==> src/include/iad_pkg.sv <==
// Package for the indirect address decoder: regions, layout constants and carriers.
package iad_pkg;

   // ***************************************************************
   // Address space layout
   // ***************************************************************
   localparam int PTR_W = 16;
   localparam logic [15:0] BANKED_END = 16'h1fff;
   localparam logic [15:0] LINEAR_BASE = 16'h2000;
   localparam logic [15:0] LINEAR_END = 16'h2fef;
   localparam int FLASH_BIT = 15;
   localparam int FLASH_AW = 15;
   localparam int DATA_AW = 13;
   localparam int BANK_SHIFT = 7;
   localparam logic [6:0] GPR_START = 7'h20;
   localparam logic [6:0] GPR_BYTES = 7'h50;
   localparam logic [6:0] PORT0_ADDR = 7'h00;
   localparam logic [6:0] PORT1_ADDR = 7'h01;
   localparam int NUM_PORTS = 2;
   localparam logic [7:0] ZERO_BYTE = 8'h00;
   localparam int FLASH_EXTRA_CYCLES = 1;

   // ***************************************************************
   // Types
   // ***************************************************************
   typedef enum logic [1:0] {
      IAD_IDLE = 2'b00,
      IAD_WAIT = 2'b01
   } iad_state_e;

   typedef enum logic [1:0] {
      IAD_RGN_BANKED = 2'h0,
      IAD_RGN_LINEAR = 2'h1,
      IAD_RGN_FLASH = 2'h2,
      IAD_RGN_NONE = 2'h3
   } iad_region_e;

   // Core request: pointer bytes and access kind.
   typedef struct packed {
      logic [7:0] high_byte;
      logic [7:0] low_byte;
      logic rd;
      logic wr;
      logic [7:0] wdata;
   } iad_req_s;

   // Memory-side strobe group.
   typedef struct packed {
      logic data_rd;
      logic data_wr;
      logic [12:0] data_addr;
      logic [7:0] data_wdata;
      logic flash_rd;
      logic [14:0] flash_addr;
   } iad_mem_s;

endpackage : iad_pkg

==> src/verilog/iad_decoder.sv <==
// Indirect address decoder between core execution and data/flash arrays.

// Function
// - Indirect port access redirects to pointer target.
// - Pointer at port itself: read zero, no write.
// - Pointer is high byte concatenated with low.
// - Banked region maps to absolute addresses.
// - Linear region maps onto 80-byte GENERAL_PURPOSE_RAM blocks.
// - Linear stepping crosses banks without gaps.
// - Unimplemented linear locations read as zero.
// - Common RAM excluded from linear mapping.
// - Top bit set selects 15-bit flash address.
// - Flash read returns low eight bits.
// - Flash writes have no effect.
// - Flash access takes one extra cycle.
module iad_decoder #(
   parameter int NUM_BANKS = 64,
   parameter int IMPL_BANKS = 2
) (
   // Clock and reset.
   input wire logic clk,
   input wire logic rst_n,
   // Core request side; req.rd/wr are one-cycle pulses.
   input wire iad_pkg::iad_req_s req,
   output logic done,
   output logic [7:0] rdata,
   output logic stall,
   // Memory side.
   output iad_pkg::iad_mem_s mem,
   input wire logic [7:0] data_rdata,
   input wire logic [13:0] flash_rdata
);

   // ***************************************************************
   // Decode
   // ***************************************************************
   logic [15:0] ptr;
   logic [15:0] lin_off;
   logic [6:0] lin_bank;
   logic [6:0] lin_rem;
   logic [12:0] data_addr;
   iad_pkg::iad_region_e region;
   logic is_port;
   logic lin_impl;
   iad_pkg::iad_state_e state_r;
   logic [7:0] flash_byte_r;
   logic flash_pend_r;
   logic data_pend_r;
   logic zero_pend_r;

   // Pointer assembly and linear translation.
   always_comb
   begin
      ptr = {req.high_byte, req.low_byte};
      lin_off = ptr - iad_pkg::LINEAR_BASE;
      lin_bank = 7'(lin_off / 16'(iad_pkg::GPR_BYTES));
      lin_rem = 7'(lin_off % 16'(iad_pkg::GPR_BYTES));
      lin_impl = (32'(lin_bank) < IMPL_BANKS);
      // Remainder lands at GENERAL_PURPOSE_RAM start, so common RAM is never reached.
      data_addr = {6'(lin_bank), 7'(lin_rem + iad_pkg::GPR_START)};
      is_port = 1'b0;
      if (ptr[iad_pkg::FLASH_BIT])
      begin
         region = iad_pkg::IAD_RGN_FLASH;
      end
      else if (ptr <= iad_pkg::BANKED_END)
      begin
         region = iad_pkg::IAD_RGN_BANKED;
         data_addr = ptr[12:0];
         is_port = (ptr[6:0] == iad_pkg::PORT0_ADDR) || (ptr[6:0] == iad_pkg::PORT1_ADDR);
      end
      else if (ptr <= iad_pkg::LINEAR_END && lin_impl)
      begin
         region = iad_pkg::IAD_RGN_LINEAR;
      end
      else
      begin
         region = iad_pkg::IAD_RGN_NONE;
      end
   end

   // ***************************************************************
   // Access sequencing
   // ***************************************************************
   // Memory strobes; writes to flash or unmapped space never strobe.
   always_ff @(posedge clk)
   begin
      if (!rst_n)
      begin
         mem <= '0;
      end
      else
      begin
         mem.data_rd <= req.rd && !is_port && state_r == iad_pkg::IAD_IDLE
            && (region == iad_pkg::IAD_RGN_BANKED || region == iad_pkg::IAD_RGN_LINEAR);
         mem.data_wr <= req.wr && !is_port && state_r == iad_pkg::IAD_IDLE
            && (region == iad_pkg::IAD_RGN_BANKED || region == iad_pkg::IAD_RGN_LINEAR);
         mem.data_addr <= data_addr;
         mem.data_wdata <= req.wdata;
         mem.flash_rd <= req.rd && state_r == iad_pkg::IAD_IDLE
            && region == iad_pkg::IAD_RGN_FLASH;
         mem.flash_addr <= ptr[14:0];
      end
   end

   // Flash accesses hold an extra cycle in the wait state.
   always_ff @(posedge clk)
   begin
      if (!rst_n)
         state_r <= iad_pkg::IAD_IDLE;
      else
         unique case (state_r)
            iad_pkg::IAD_IDLE:
               if ((req.rd || req.wr) && region == iad_pkg::IAD_RGN_FLASH)
                  state_r <= iad_pkg::IAD_WAIT;
            iad_pkg::IAD_WAIT:
               state_r <= iad_pkg::IAD_IDLE;
            default:
               state_r <= iad_pkg::IAD_IDLE;
         endcase
   end

   // Pending markers for data reads and writes, zero answers and flash answers.
   always_ff @(posedge clk)
   begin
      if (!rst_n)
      begin
         data_pend_r <= 1'b0;
         zero_pend_r <= 1'b0;
         flash_pend_r <= 1'b0;
         flash_byte_r <= iad_pkg::ZERO_BYTE;
      end
      else
      begin
         // The flash byte is caught in the wait cycle and answered one cycle later.
         flash_pend_r <= (state_r == iad_pkg::IAD_WAIT);
         if (state_r == iad_pkg::IAD_WAIT)
            flash_byte_r <= flash_rdata[7:0];
         data_pend_r <= (req.rd || req.wr) && state_r == iad_pkg::IAD_IDLE
            && !is_port && region != iad_pkg::IAD_RGN_FLASH
            && region != iad_pkg::IAD_RGN_NONE;
         zero_pend_r <= (req.rd || req.wr) && state_r == iad_pkg::IAD_IDLE
            && (is_port || region == iad_pkg::IAD_RGN_NONE);
      end
   end

   // Answer: data two cycles after request, flash three cycles after.
   always_ff @(posedge clk)
   begin
      if (!rst_n)
      begin
         done <= 1'b0;
         rdata <= iad_pkg::ZERO_BYTE;
         stall <= 1'b0;
      end
      else
      begin
         done <= data_pend_r || zero_pend_r || flash_pend_r;
         stall <= (req.rd || req.wr) && state_r == iad_pkg::IAD_IDLE
            && region == iad_pkg::IAD_RGN_FLASH;
         if (flash_pend_r)
            rdata <= flash_byte_r;
         else if (data_pend_r)
            rdata <= data_rdata;
         else
            rdata <= iad_pkg::ZERO_BYTE;
      end
   end

   // ***************************************************************
   // Assertions
   // ***************************************************************
   property p_port_no_write;
      @(posedge clk) disable iff (!rst_n)
      (req.wr && is_port) |=> !mem.data_wr;
   endproperty
   a_port_no_write: assert property (p_port_no_write) else $error("Port write leaked.");

   property p_flash_no_write;
      @(posedge clk) disable iff (!rst_n)
      (req.wr && ptr[15]) |=> !mem.data_wr;
   endproperty
   a_flash_no_write: assert property (p_flash_no_write) else $error("Flash write leaked.");

   property p_flash_extra;
      @(posedge clk) disable iff (!rst_n)
      (req.rd && ptr[15] && state_r == iad_pkg::IAD_IDLE) |=> !done ##1 !done ##1 done;
   endproperty
   a_flash_extra: assert property (p_flash_extra) else $error("Flash timing wrong.");

   property p_banked_addr;
      @(posedge clk) disable iff (!rst_n)
      (req.rd && ptr <= 16'h1fff && !is_port && state_r == iad_pkg::IAD_IDLE)
         |=> mem.data_rd && mem.data_addr == $past(ptr[12:0]);
   endproperty
   a_banked_addr: assert property (p_banked_addr) else $error("Banked address wrong.");

   property p_linear_gpr;
      @(posedge clk) disable iff (!rst_n)
      mem.data_rd && $past(region) == iad_pkg::IAD_RGN_LINEAR
         |-> mem.data_addr[6:0] >= 7'h20 && mem.data_addr[6:0] < 7'h70;
   endproperty
   a_linear_gpr: assert property (p_linear_gpr) else $error("Linear hit non-GENERAL_PURPOSE_RAM.");

   property p_zero_read;
      @(posedge clk) disable iff (!rst_n)
      zero_pend_r |=> rdata == 8'h00 && done;
   endproperty
   a_zero_read: assert property (p_zero_read) else $error("Zero answer wrong.");

   property p_flash_low;
      @(posedge clk) disable iff (!rst_n)
      state_r == iad_pkg::IAD_WAIT |=> ##1 rdata == $past(flash_rdata[7:0], 2);
   endproperty
   a_flash_low: assert property (p_flash_low) else $error("Flash byte wrong.");

   property p_flash_addr;
      @(posedge clk) disable iff (!rst_n)
      (req.rd && ptr[15] && state_r == iad_pkg::IAD_IDLE)
         |=> mem.flash_rd && mem.flash_addr == $past(ptr[14:0]);
   endproperty
   a_flash_addr: assert property (p_flash_addr) else $error("Flash address wrong.");

   c_flash: cover property (@(posedge clk) disable iff (!rst_n) state_r == iad_pkg::IAD_WAIT);
   c_linear: cover property (@(posedge clk) disable iff (!rst_n)
      req.rd && region == iad_pkg::IAD_RGN_LINEAR);
   c_port: cover property (@(posedge clk) disable iff (!rst_n) req.wr && is_port);

endmodule : iad_decoder

==> config.mk <==
export PLATFORM = sky130hd
export DESIGN_NAME = iad_decoder
export DESIGN_NICKNAME = d
export VERILOG_FILES = /design/src/include/iad_pkg.sv /design/src/verilog/iad_decoder.sv
export SDC_FILE = /design/constraint.sdc
export NUM_CORES = 1
export LEC_CHECK = 0
export BUFFER_PORTS_ARGS = -buffer_cell sky130_fd_sc_hd__clkbuf_2
export CORE_AREA = 2 2 93 95
export DETAILED_ROUTE_END_ITERATION = 10
export DIE_AREA = 0 0 95 97
export PLACE_DENSITY_LB_ADDON = 0.1
export SLEW_MARGIN = 5
export SYNTH_ARGS = -nofsm -noshare
export SYNTH_HDL_FRONTEND = slang
export SYNTH_SLANG_ARGS = --single-unit
==> constraint.sdc <==
create_clock -name clk -period 8.4 [get_ports clk]
set_input_delay 0.42 -clock clk [delete_from_list [all_inputs] [get_ports clk]]
set_output_delay 0.42 -clock clk [all_outputs]
set_load 0.1 [all_outputs]
-- Yosys cells after proc, flatten, opt, wreduce, memory -nomap -nowiden
Index checks and enable logic that the tools add are counted.
- register bits: 61
- output and inout port bits: 49
- add/sub/neg operators: 2
- divide/modulo/power cells: 2
- $lt $le $gt $ge: 3
- equal/unequal tests: 6
- mux-type cells: 9
- reductions and logical operators: 27
- operator list (kind ; number):
    13-bit two-way mux ; 2
    16-bit by 7-bit divider with 16-bit output (second input constant) ; 1
    16-bit by 13-bit less-or-equal comparator with 1-bit output (second input constant) ; 1
    16-bit by 14-bit less-or-equal comparator with 1-bit output (second input constant) ; 1
    1-bit logical AND ; 16
    16-bit by 7-bit remainder unit with 16-bit output (second input constant) ; 1
    8-bit two-way mux ; 2
    16-bit by 14-bit subtractor with 16-bit output (second input constant) ; 1
    7-bit by 6-bit adder with 7-bit output (second input constant) ; 1
    7-bit by 1-bit equality test with 1-bit output (second input constant) ; 1
    7-bit logical NOT ; 1
    7-bit by 2-bit less-than comparator with 1-bit output (second input constant) ; 1
    1-bit logical OR ; 6
    2-bit two-way mux ; 3
    2-bit equality test (second input constant) ; 2
    2-bit logical NOT ; 2
    2-bit inequality test (second input constant) ; 2
    2-bit by 1-bit equality test with 1-bit output (second input constant) ; 1
    1-bit two-way mux ; 2
    2-bit AND reduction ; 1
    1-bit logical NOT ; 1

-- Longest topological paths before layout
Gate-level depths: netlist of run 1.
- word-level depth: 10
- mapped depth: 23
- mapped depth without buffers: 18

-- Worst setup path before layout of run 1
No wires, ideal clock.
- path kind: input to register
- start: input req[23] (netlist name)
- end: register mem[30] (netlist name)
- arrival time: 5056 ps
- slack: 3257 ps
- stages on the path: 21
- path buffers: 3
- cell sequence: buf_2 -> inv_1 -> ha_1 -> nor4b_2 -> nand4_2 -> a31o_1 -> o31ai_4 -> mux2_4 -> a311o_1 -> o211a_1 -> buf_6 -> o31a_1 -> or3_1 -> buf_4 -> a2111o_1 -> nand4_1 -> nand2_1 -> and2_1 -> o311ai_2 -> o221ai_2 -> a221oi_2
- cells in the longest elaborated chain, start to end: 5
- elaborated cells between the ends (all ways): 6
- ends and longest elaborated chain (what ; line ; source):
    start: declaration ; iad_decoder.sv:24 ; input wire iad_pkg::iad_req_s req,
    16-bit by 14-bit subtractor with 16-bit output ; iad_decoder.sv:55 ; lin_off = ptr - iad_pkg::LINEAR_BASE;
    16-bit by 7-bit remainder unit with 16-bit output ; iad_decoder.sv:57 ; lin_rem = 7'(lin_off % 16'(iad_pkg::GPR_BYTES));
    7-bit by 6-bit adder with 7-bit output ; iad_decoder.sv:60 ; data_addr = {6'(lin_bank), 7'(lin_rem + iad_pkg::GPR_START)};
    13-bit two-way mux ; iad_decoder.sv:66 ; else if (ptr <= iad_pkg::BANKED_END)
    13-bit two-way mux * ; iad_decoder.sv:62 ; if (ptr[iad_pkg::FLASH_BIT])
    end: declaration ; iad_decoder.sv:29 ; output iad_pkg::iad_mem_s mem,
Every way passes the cells marked *; elsewhere a longest branch is shown, timed or not.
A chain may end at the register's enable or synchronous reset.

-- Worst setup path in the final report of run 1
Same ends and word-level chain as after synthesis.

==> summary.txt, run 1 <==
Power and ir drop
  – VDD IR max: 113 uV
  – Total power: about 0.0011 W
  – Pwr/cell area: between 200 and 250 nW/um^2
  – LEAKAGE: about 1.9 nW

Cells and area
  – Final Instance Area: ~4800 um^2
  – Final nets: 638
  – # diodes: 0
  – Layout area overhead: 13.4%
  – Post-Layout Cell Count: around 700
  – Share of cells above drive strength 1: 25.2%
  – Filler cells: 759

Worst setup path
  – Slowest stage delay, CP: between 0.5 and 0.6 ns
  – CP max FO: 15
  – Worst Setup End Kind: flip-flop
  – Worst Setup Start Kind: primary input
  – Slowest CP cell: ha_1
  – R2R Setup Slk: ~7 ns
  – Required @ worst endpoint: 8.61 ns
  – WS Path Type: in2reg
  – Worst-path cell chain: clkbuf_2 > inv_1 > ha_1 > nor4b_2 > nand4_2 > a31o_1 > o31ai_4 > mux2_4 > a311o_1 > o211ai_1 > a21oi_1 > o22ai_2 > a211oi_1 > a311o_1 > o221ai_2 > nand4b_2 > nor3_4 > o221ai_2 > a221oi_2
  – Critical Path AT: 6.43 ns

Synthesis
  – Mux contribution to synthesized area: 4.72%
  – Syn Nets: 575
  – Post-Synth XOR/XNOR Area: 2.24%
  – Synthesized-area fraction occupied by adder cells: 0.590%
  – Post-Synth Simple-Gate Area: between 20% and 30%
  – Distinct cells, synth: 87
  – Synth Register Bits: 58
  – Synth area leader: dfxtp_1
  – Yosys warning count: 0
  – Post-synth ARST share: 0%
  – Synth top area share: 27.4%
  – Ys flop type: dfxtp_1
  – Mapped Cells: 523
  – Avg Inst Size Synth: 8.11 um^2
  – Top-count cell post-synth: nor2_1
  – Compound-gate portion of the synthesized area: 31.8%
  – Leading cell types by count after synthesis: 60 x nor2_1, 58 x dfxtp_1, 38 x nand2_1, 25 x a21oi_1, 23 x nor3_1
  – Largest family of logic cells by synthesized area: compound AO/OA/AOI/OAI gates
  – Sequential element share of the synthesized area: 27.4%
  – Post-synth EDFFs: 0
  – Mapped cell area: between 4000 and 5000 um^2
  – Synth top area cells: dfxtp_1 27%, nor2_1 5.3%, nand2_1 3.4%, mux2i_1 3.3%, and2_1 3.2%

Clock tree
  – CTS clk-pin slew, worst paths: 0.06 ns
  – Clk_lat worst skew: roughly 0.31 ns
  – Post-cts gate resize count: 0
  – TritonCTS clock tree: yes
  – Postcts setup bufs: 0
  – # hold bufs at CTS: 0
  – Total CTS buffers: 9
  – CTS max path bufs: 2
  – CTS Sinks: 58
  – H-tree lvl count: 3
  – Root buf cell: clkbuf_8

Worst hold path
  – Worst Hold Class: in2reg

Timing
  – Slew @ Worst Pin: 0.988 ns
  – RSZ-0062 raised after global routing: no
  – Final setup fails: 0
  – Fmax: 161 MHz
  – Setup Skew: 0.00400 ns
  – Final Hold Viols: 0
  – Tcrit/Tclk final: 74.0%
  – Slew Viols, Final: 0
  – Crit path time final: 6.22 ns
  – Post-Route Setup TNS: 0 ns
  – Max_slew headroom: 33.6%

Detailed routing
  – Pre-Repair DR Iteration Count: 5
  – DR vias/cell: 6.18
  – Final WL: 11600 um
  – Via count: 4303
  – 1st-iter DRT viols: about 310
  – WL/cell: between 15 and 20 um
  – DRC viols: 0
  – Final ANT Viol Nets: 0

Die
  – Effective utilization at floorplan: 52.1%
  – Die Area: about 9000 um^2
  – Chip height: 97 um
  – Die X: 95 um
  – Core ar.: 8130 um^2
  – # IOs: 99
  – Placement Rows: 33

Placement
  – Gp weighted congestion: roughly 0.95
  – Port bufs: 92
  – Placed insts: 680
  – Post-DP HPWL: 8780 um
  – DP Area: 4610 um^2

Global route
  – Pin count of the biggest net entering global routing: 35
  – Antenna violations before repair: 0
  – First-pass GRT wire length: between 15000 and 20000 um
  – Total track usage: about a quarter
  – Vias in the first global route: 3955
  – GRT overflow: 0

Outcome
  – Status: finished, final reports clean

Flow run
  – MaxCap Viol Count: 0
[state kept, by name (all words and copies together) (netlist names)]
name          count
flash_pend_r      1
state_r           1
mem              36
zero_pend_r       1
data_pend_r       1
flash_byte_r      8
rdata             8
done              1
stall             1
[area by class of cell]
class	instances	area [um^2]	area share, %
Clock buffer	11	141	2.94
Sequential cell	58	1160	24.2
Clock inverter	5	53.8	1.12
Multi-Input combinational cell	409	2800	58.1
Tap cell	105	131	2.73
Inverter	15	56.3	1.17
Timing Repair Buffer	93	468	9.73
[worst max-delay path: cells and delay by family]
family,cells,cell delay [ns]
compound gates,11,3.46
fa+ha+maj,1,0.59
buf+inv,2,0.45
mux,1,0.41
simple gates,4,1.09
[worst paths after layout]
check	from	endpoint	cells after the start
min	req[4]	mem[20]	2
min reg2reg	zero_pend_r	done	2
max reg2reg	state_r[0]	data_pend_r	3
max	req[23]	mem[30]	19
[cells in the final DEF (no fill, tap or decap), types with 4 or more instances in the layout]
cell / netlist / layout
nand3_1: 10 / 10
o22ai_1: 6 / 6
a21o_1: 4 / 4
a22oi_1: 11 / 11
or3_1: 4 / 4
and3_1: 7 / 7
mux2i_1: 14 / 14
o21ai_0: 19 / 19
o211ai_1: 11 / 11
o21ai_1: 7 / 7
clkbuf_8: 0 / 10
nand4_1: 9 / 9
inv_1: 12 / 12
o21a_1: 6 / 6
nor2b_1: 5 / 5
clkbuf_2: 1 / 92
dfxtp_1: 58 / 58
nor3_1: 23 / 23
nand2_1: 38 / 38
nor4_1: 5 / 5
xnor2_1: 6 / 6
a31oi_1: 6 / 6
nor2_1: 60 / 60
a211oi_1: 16 / 16
a21oi_1: 25 / 25
and2_1: 22 / 22
[stage by stage]
| stage | util, % | hold slack (ns) | setup slack [ns] |
|---|---|---|---|
| after global placement | 56.7 | 0.423 | 2.05 |
| after global routing | 59.1 | 0.306 | 1.80 |
| after floorplan | - | 0.415 | 3.26 |
| after CTS | 59.1 | 0.298 | 2.27 |
| after detailed placement | 56.7 | 0.429 | 1.95 |
| final | 59.1 | 0.313 | 2.18 |
[report_power, final]
group	total, W	internal, W	leakage, nW	switching (W)
sequential	0.000302	0.000295	0.479	0.00000724
clock	0.000244	0.000144	0.103	0.0000996
combinational	0.000578	0.000169	1.36	0.000409
total	0.00112	0.000608	1.94	0.000516
[cell families (layout without fill, tap and decap cells)]
logic type | Yosys count | in the layout
xor+xnor | 10 | 10
fa+ha+maj | 2 | 2
compound gates | 169 | 169
mux | 19 | 19
buf+inv | 56 | 124
simple gates | 209 | 209
flops | 58 | 58
[metal layers]
layer	part of all wire (%)	global-route usage, %	vias up
li1	-	-	2102
met4	1.5	6.69	0
met3	6.6	2.41	16
met1	47	36.4	2010
met5	0	0	-
met2	45	39.9	175
Power figures use the tool's default switching activity.
==> run 2: changes to the inputs <==
Settings changed: ABC_AREA set to 1, CORE_AREA 2 2 93 95 to 2 2 90 92, DIE_AREA 0 0 95 97 to 0 0 92 94.
Clock period 8.4 ns to 5.25 ns, I/O delays scaled along.
==> summary.txt, run 2 <==
Global route
  – GRT overflow: 0 (unchanged)
  – First-pass GRT wire length: 15300 um (-20%)
  – Total track usage: 21.6% (-3.7 points)
  – Antenna violations before repair: 0 (unchanged)
  – Vias in the first global route: 3542 (-10%)
  – Pin count of the biggest net entering global routing: 26 (-26%)

Clock tree
  – Total CTS buffers: 9 (unchanged)
  – TritonCTS clock tree: yes
  – CTS max path bufs: 2 (unchanged)
  – Root buf cell: clkbuf_8
  – CTS clk-pin slew, worst paths: 0.06 ns (about the same)
  – H-tree lvl count: 3 (unchanged)
  – Clk_lat worst skew: 0.33 ns (+0.02 ns)
  – CTS Sinks: 58 (unchanged)

Synthesis
  – Syn Nets: 568 (-1.2%)
  – Post-synth ARST share: 0% (unchanged)
  – Yosys warning count: 0 (unchanged)
  – Synth top area cells: dfxtp_1 33%, nand2_1 14%, inv_1 8.0%, nand3_1 7.3%, nand2_2 3.5%
  – Post-synth EDFFs: 0 (unchanged)
  – Synth top area share: 32.6% (+5.2 points)
  – Leading cell types by count after synthesis: 137 x nand2_1, 76 x inv_1, 58 x dfxtp_1, 52 x nand3_1, 30 x nor2_1
  – Sequential element share of the synthesized area: 32.6% (+5.2 points)
  – Avg Inst Size Synth: 6.91 um^2 (-15%)
  – Synth Register Bits: 58 (unchanged)
  – Synth area leader: dfxtp_1
  – Top-count cell post-synth: nand2_1
  – Mapped cell area: 3570 um^2 (-16%)
  – Distinct cells, synth: 43 (-51%)
  – Ys flop type: dfxtp_1
  – Mapped Cells: 516 (-1.3%)

Detailed routing
  – DR vias/cell: 4.89 (-21%)
  – WL/cell: 12.6 um (-25%)
  – DRC viols: 0 (unchanged)
  – Via count: 3887 (-9.7%)
  – Pre-Repair DR Iteration Count: 4 (-1)
  – Final ANT Viol Nets: 0 (unchanged)
  – Final WL: 10000 um (-14%)
  – 1st-iter DRT viols: 163 (-48%)

Die
  – Die Area: 8650 um^2 (-6.2%)
  – Effective utilization at floorplan: 46.9% (-5.3 points)
  – Chip height: 94 um (-3.1%)
  – # IOs: 99 (unchanged)
  – Die X: 92 um (-3.2%)
  – Core ar.: 7610 um^2 (-6.5%)
  – Placement Rows: 32 (-3.0%)

Worst setup path
  – Crit path to: mem[30]
  – Worst Reg-to-Reg Cells: 3 (unchanged)
  – CP max FO: 7 (-8)
  – Crit path top cell by count: nand2_4
  – CP Depth: 54 (+35)
  – Required @ worst endpoint: 5.48 ns (-3.13 ns)
  – R2R Setup Slk: 3.73 ns (-3.41 ns)
  – Slowest CP cell: ha_4
  – Critical Path AT: 5.43 ns (-1.00 ns)
  – Slowest stage delay, CP: 0.27 ns (-0.32 ns)
  – Reg2reg end: zero_pend_r
  – Crit path from: req[23]
  – Worst Setup Start Kind: primary input
  – CP Buf/Inv Count: 8 (+6)
  – Reg-to-Reg Start: state_r[0]
  – WS Path Type: in2reg
  – Family with the most delay on the worst path: simple AND/OR/NAND/NOR gates
  – Worst Setup End Kind: flip-flop

Timing
  – Tcrit/Tclk final: between 90% and 100%
  – Setup Skew: 0.00202 ns (-0.00199 ns)
  – Final setup fails: 0 (unchanged)
  – Crit path time final: 5.20 ns
  – Final Hold Viols: 0 (unchanged)
  – Slew Viols, Final: 0 (unchanged)
  – RSZ-0062 raised after global routing: yes
  – Slew @ Worst Pin: 0.701 ns (-0.287 ns)
  – Fmax: slightly below 200 MHz
  – Max_slew headroom: 53.1% (+19 points)

Cells and area
  – Most common cell after layout, fill and taps aside: nand2_1
  – Final nets: 742 (+16%)
  – Share of cells above drive strength 1: 47.8% (+23 points)
  – # diodes: 0 (unchanged)
  – Final Instance Area: 5380 um^2 (+12%)
  – Largest register FFs: 36 (unchanged)
  – Layout area overhead: 50.8%
  – Largest Register: mem
  – Top Registers: mem x36, flash_byte_r x8, rdata x8
  – Most frequent cells in the layout: 99 x nand2_1, 90 x clkbuf_2, 78 x buf_4
  – Filler cells: 626 (-18%)

Placement
  – Port bufs: 92 (unchanged)
  – DP Area: 4560 um^2 (-1.2%)
  – Post-DP HPWL: 7120 um (-19%)
  – Gp weighted congestion: 0.838 (-12%)

Worst hold path
  – Worst Hold Class: in2reg
  – Worst Hold Depth: 3 (+1)

Outcome
  – Status: finished, final reports clean

Flow run
  – MaxCap Viol Count: 0 (unchanged)
[run 2: per-stage QoR]
stage / util [%] / hold WS, ns / worst slack, ns / instances / setup TNS, ns
3_5_place_dp: 59.9 / 0.430 / -0.348 / 762 / -2.39
4_1_cts: 64.6 / 0.105 / 0.00645 / 783 / 0
5_1_grt: 70.7 / 0.116 / -0.324 / 795 / -1.61
3_3_place_gp: 59.9 / 0.430 / -0.226 / 762 / -1.44
2_1_floorplan: - / 0.356 / 0.277 / 516 / 0
6_report: 70.7 / 0.117 / 0.0516 / 795 / 0
[run 2: cell type report]
cell class	instances	area [um^2]	area share, %
clock inverters	3	40.0	0.744
inverters	91	363	6.75
well taps	102	128	2.37
repair buffers	171	1070	20.0
clock buffers	11	151	2.81
multi-input cells	359	2460	45.8
flip-flops and latches	58	1160	21.6
[run 2: cell families (layout without fill, tap and decap cells)]
kind of cell	Yosys count	count (layout)	share of synthesized area (%)
buffers and inverters	101	276	11.5
and+or+nand+nor	301	303	44.2
adders and majority gates	2	2	0.702
xor gates and xnor gates	9	9	2.42
AOI/OAI and AO/OA	45	45	8.60
DFF	58	58	32.6
[run 2: what timing repair did]
item / CTS / global route
hold buffers: 0 / 0
setup endpoints to repair: 2 / 9
buffers inserted: 6 / 11
pin swaps: 23 / 53
resized for setup: 26 / 95
gates cloned: 1 / 1
endpoints found under the hold margin: 0 / 0
[run 2: how the worst min path moves through the flow]
stage / to / start / slack [ns]
6_report: mem[21] / req[5] / 0.12
5_1_grt: mem[16] / req[0] / 0.12
3_5_place_dp: done / zero_pend_r / 0.43
3_3_place_gp: done / zero_pend_r / 0.43
4_1_cts: mem[17] / req[1] / 0.10
2_1_floorplan: mem[13] / req[23] / 0.36
[run 2: worst min-delay path, stage by stage]
cell	delay, ns
clkbuf_2	0.07
nand2_1	0.04
inv_1	0.04
[run 2: per-layer routing]
| layer | vias up | wire length, um | GRT usage (%) |
|---|---|---|---|
| li1 | 1996 | - | - |
| met1 | 1781 | 4380 | 26.5 |
| met2 | 93 | 5030 | 38.5 |
| met3 | 17 | 392 | 3.13 |
| met4 | 0 | 195 | 7.46 |
| met5 | - | 0 | 0 |
Power of run 2 is left out: the tool's default activity adds up to more than one toggle a clock period on the data nets, which glitch-free logic cannot reach.
==> run 3: changes to the inputs <==
Settings changed: ABC_AREA 1 to 0, CORE_AREA 2 2 90 92 to 2 2 96 98, DIE_AREA 0 0 92 94 to 0 0 98 100.
==> summary.txt, run 3 (same netlist as run 1, synthesis figures left out) <==
Outcome
  – Status: finished, final reports clean

Clock tree
  – CTS max path bufs: 2 (unchanged)
  – H-tree lvl count: 3 (unchanged)
  – Root buf cell: clkbuf_8
  – Total CTS buffers: 9 (unchanged)
  – # hold bufs at CTS: 0 (unchanged)
  – CTS clk-pin slew, worst paths: 0.07 ns (about the same)
  – Clk_lat worst skew: 0.33 ns (about the same)
  – TritonCTS clock tree: yes
  – CTS Sinks: 58 (unchanged)

Power and ir drop
  – Sequential share of power: 25.7%
  – Internal: 0.00101 W
  – LEAKAGE: 2.19 nW
  – Clock power frac: 19.1%
  – VDD IR max: 136 uV
  – Net switching power: 0.000862 W
  – Sw Share: 45.9%
  – Comb pwr share: 55.2%
  – Pwr/cell area: approximately 360 nW/um^2

Cells and area
  – Util after Layout: 58.7% (-12 points)
  – Largest Register: mem
  – Post-Layout Cell Count: 754 (-5.2%)
  – Most frequent cells in the layout: 92 x clkbuf_2, 60 x nor2_1, 58 x dfxtp_1
  – Most common cell after layout, fill and taps aside: clkbuf_2
  – Layout area overhead: 23.2%
  – # diodes: 0 (unchanged)
  – Top Registers: mem x36, flash_byte_r x8, rdata x8
  – Share of cells above drive strength 1: 32.0% (-16 points)
  – Largest register FFs: 36 (unchanged)
  – Final nets: 690 (-7.0%)

Worst setup path
  – Slowest CP cell: o41ai_4
  – WS Path Type: in2reg
  – Crit path top cell by count: buf_4
  – Worst Setup End Kind: flip-flop
  – Slowest stage delay, CP: 0.47 ns (+0.20 ns)
  – Critical Path AT: 5.17 ns (-0.26 ns)
  – CP max FO: 11 (+4)
  – Required @ worst endpoint: 5.49 ns (about the same)
  – Worst Setup Start Kind: primary input
  – Worst-path cell chain: clkbuf_2 > inv_1 > ha_1 > xnor2_1 > buf_4 > mux2i_1 > and4_1 > nor2_1 > buf_4 > a22oi_1 > nor2_1 > o41ai_4 > a211oi_2 > o22ai_2 > buf_4 > xnor2_1 > o21a_1 > o311ai_1 > and2_1 > nor3_4 > buf_4 > or3_1 > a21oi_1

Global route
  – Antenna violations before repair: 0 (unchanged)
  – Vias in the first global route: 4129 (+17%)
  – Total track usage: 25.2% (+3.7 points)
  – Pin count of the biggest net entering global routing: 35 (+35%)
  – First-pass GRT wire length: 20300 um (+33%)
  – GRT overflow: 0 (unchanged)

Detailed routing
  – DRC viols: 0 (unchanged)
  – Final ANT Viol Nets: 0 (unchanged)
  – WL/cell: 16.8 um (+34%)
  – Via count: 4537 (+17%)
  – Final WL: 12700 um (+27%)
  – DR vias/cell: 6.02 (+23%)
  – 1st-iter DRT viols: 206 (+26%)
  – Pre-Repair DR Iteration Count: 5 (+1)

Timing
  – Max_slew headroom: 34.2% (-19 points)
  – Fmax: 203 MHz (+5.4%)
  – Final Hold Viols: 0 (unchanged)
  – Worst setup margin: 0.316 ns (+0.264 ns)
  – Slew @ Worst Pin: 0.979 ns (+0.278 ns)
  – Final setup fails: 0 (unchanged)
  – Tcrit/Tclk final: 94.0% (-5.0 points)
  – Slew Viols, Final: 0 (unchanged)
  – Setup Skew: 0.00866 ns (+0.00664 ns)
  – Crit path time final: 4.93 ns (-0.264 ns)
  – RSZ-0062 raised after global routing: no

Placement
  – Port bufs: 92 (unchanged)
  – Post-DP HPWL: 9890 um (+39%)
  – Pre-CTS setup slack: -0.0404 ns (+0.308 ns)
  – Gp weighted congestion: 0.926 (+11%)
  – Placed insts: 737 (-3.3%)

Die
  – # IOs: 99 (unchanged)
  – Chip height: 100 um (+6.4%)
  – Core ar.: 8890 um^2 (+17%)
  – Die X: 98 um (+6.5%)
  – Die Area: 9800 um^2 (+13%)
  – Effective utilization at floorplan: 47.7% (+0.82 points)
  – Placement Rows: 35 (+9.4%)

Flow run
  – MaxCap Viol Count: 0 (unchanged)

Worst hold path
  – Worst Hold Class: in2reg
## run 3: power by group through the flow
stage          Clock, W  Combinational, W  Sequential [W]
2_1_floorplan         0          0.000562        0.000688
6_report       0.000358           0.00104        0.000483
3_3_place_gp          0           0.00100        0.000492
4_1_cts        0.000364           0.00102        0.000483
3_5_place_dp          0           0.00101        0.000493
5_1_grt        0.000390           0.00110        0.000486
## run 3: final cells by class
class                      count  area (um^2)
clock buffer                  10          138
clock inverter                 6         42.5
fill                         825         3670
inverter                      15         56.3
multi-input combinational    409         2830
sequential                    58         1160
tap                          111          139
timing repair buffer         145          858
## run 3: path summary, 6_finish.rpt
| check | start | endpoint | slack (ns) | depth (start not counted) |
|---|---|---|---|---|
| worst min-delay path | req[4] | mem[20] | 0.14 | 2 |
| worst max-delay path | req[24] | mem[28] | 0.32 | 23 |
| worst min register to register | zero_pend_r | done | 0.45 | 2 |
| worst max register to register | state_r[0] | zero_pend_r | 4.01 | 3 |
## run 3: through the flow
| step | hold WS (ns) | power (W) | instance area, um^2 | setup TNS, ns |
|---|---|---|---|---|
| floorplan | 0.384 | 0.00125 | 4240 | 0 |
| global placement | 0.424 | 0.00149 | 5000 | 0 |
| CTS | 0.133 | 0.00186 | 5180 | 0 |
| finish | 0.140 | 0.00188 | 5220 | 0 |
| global route | 0.132 | 0.00198 | 5220 | 0 |
| detailed placement | 0.447 | 0.00151 | 5000 | -0.132 |
## run 3: what timing repair did
action | 4_1_cts | 5_1_grt
buffers inserted | 0 | 1
endpoints found under the setup margin | 0 | 2
gates resized for setup | 0 | 5
endpoints found under the hold margin | 0 | 0
## run 3: metal layers
metal / global-route usage (%) / up-vias / wire, um
li1: - / 2198 / -
met1: 32.6 / 2101 / 5710
met2: 42.9 / 212 / 5900
met3: 3.41 / 26 / 760
met4: 9.83 / 0 / 328
met5: 0 / - / 0
## run 3: critical path, delay by kind of cell
kind / cells / cell delay (ns)
compound gates: 7 / 1.88
mux: 1 / 0.24
buf+inv: 6 / 0.96
simple gates: 6 / 1.19
xor+xnor: 2 / 0.37
fa+ha+maj: 1 / 0.26
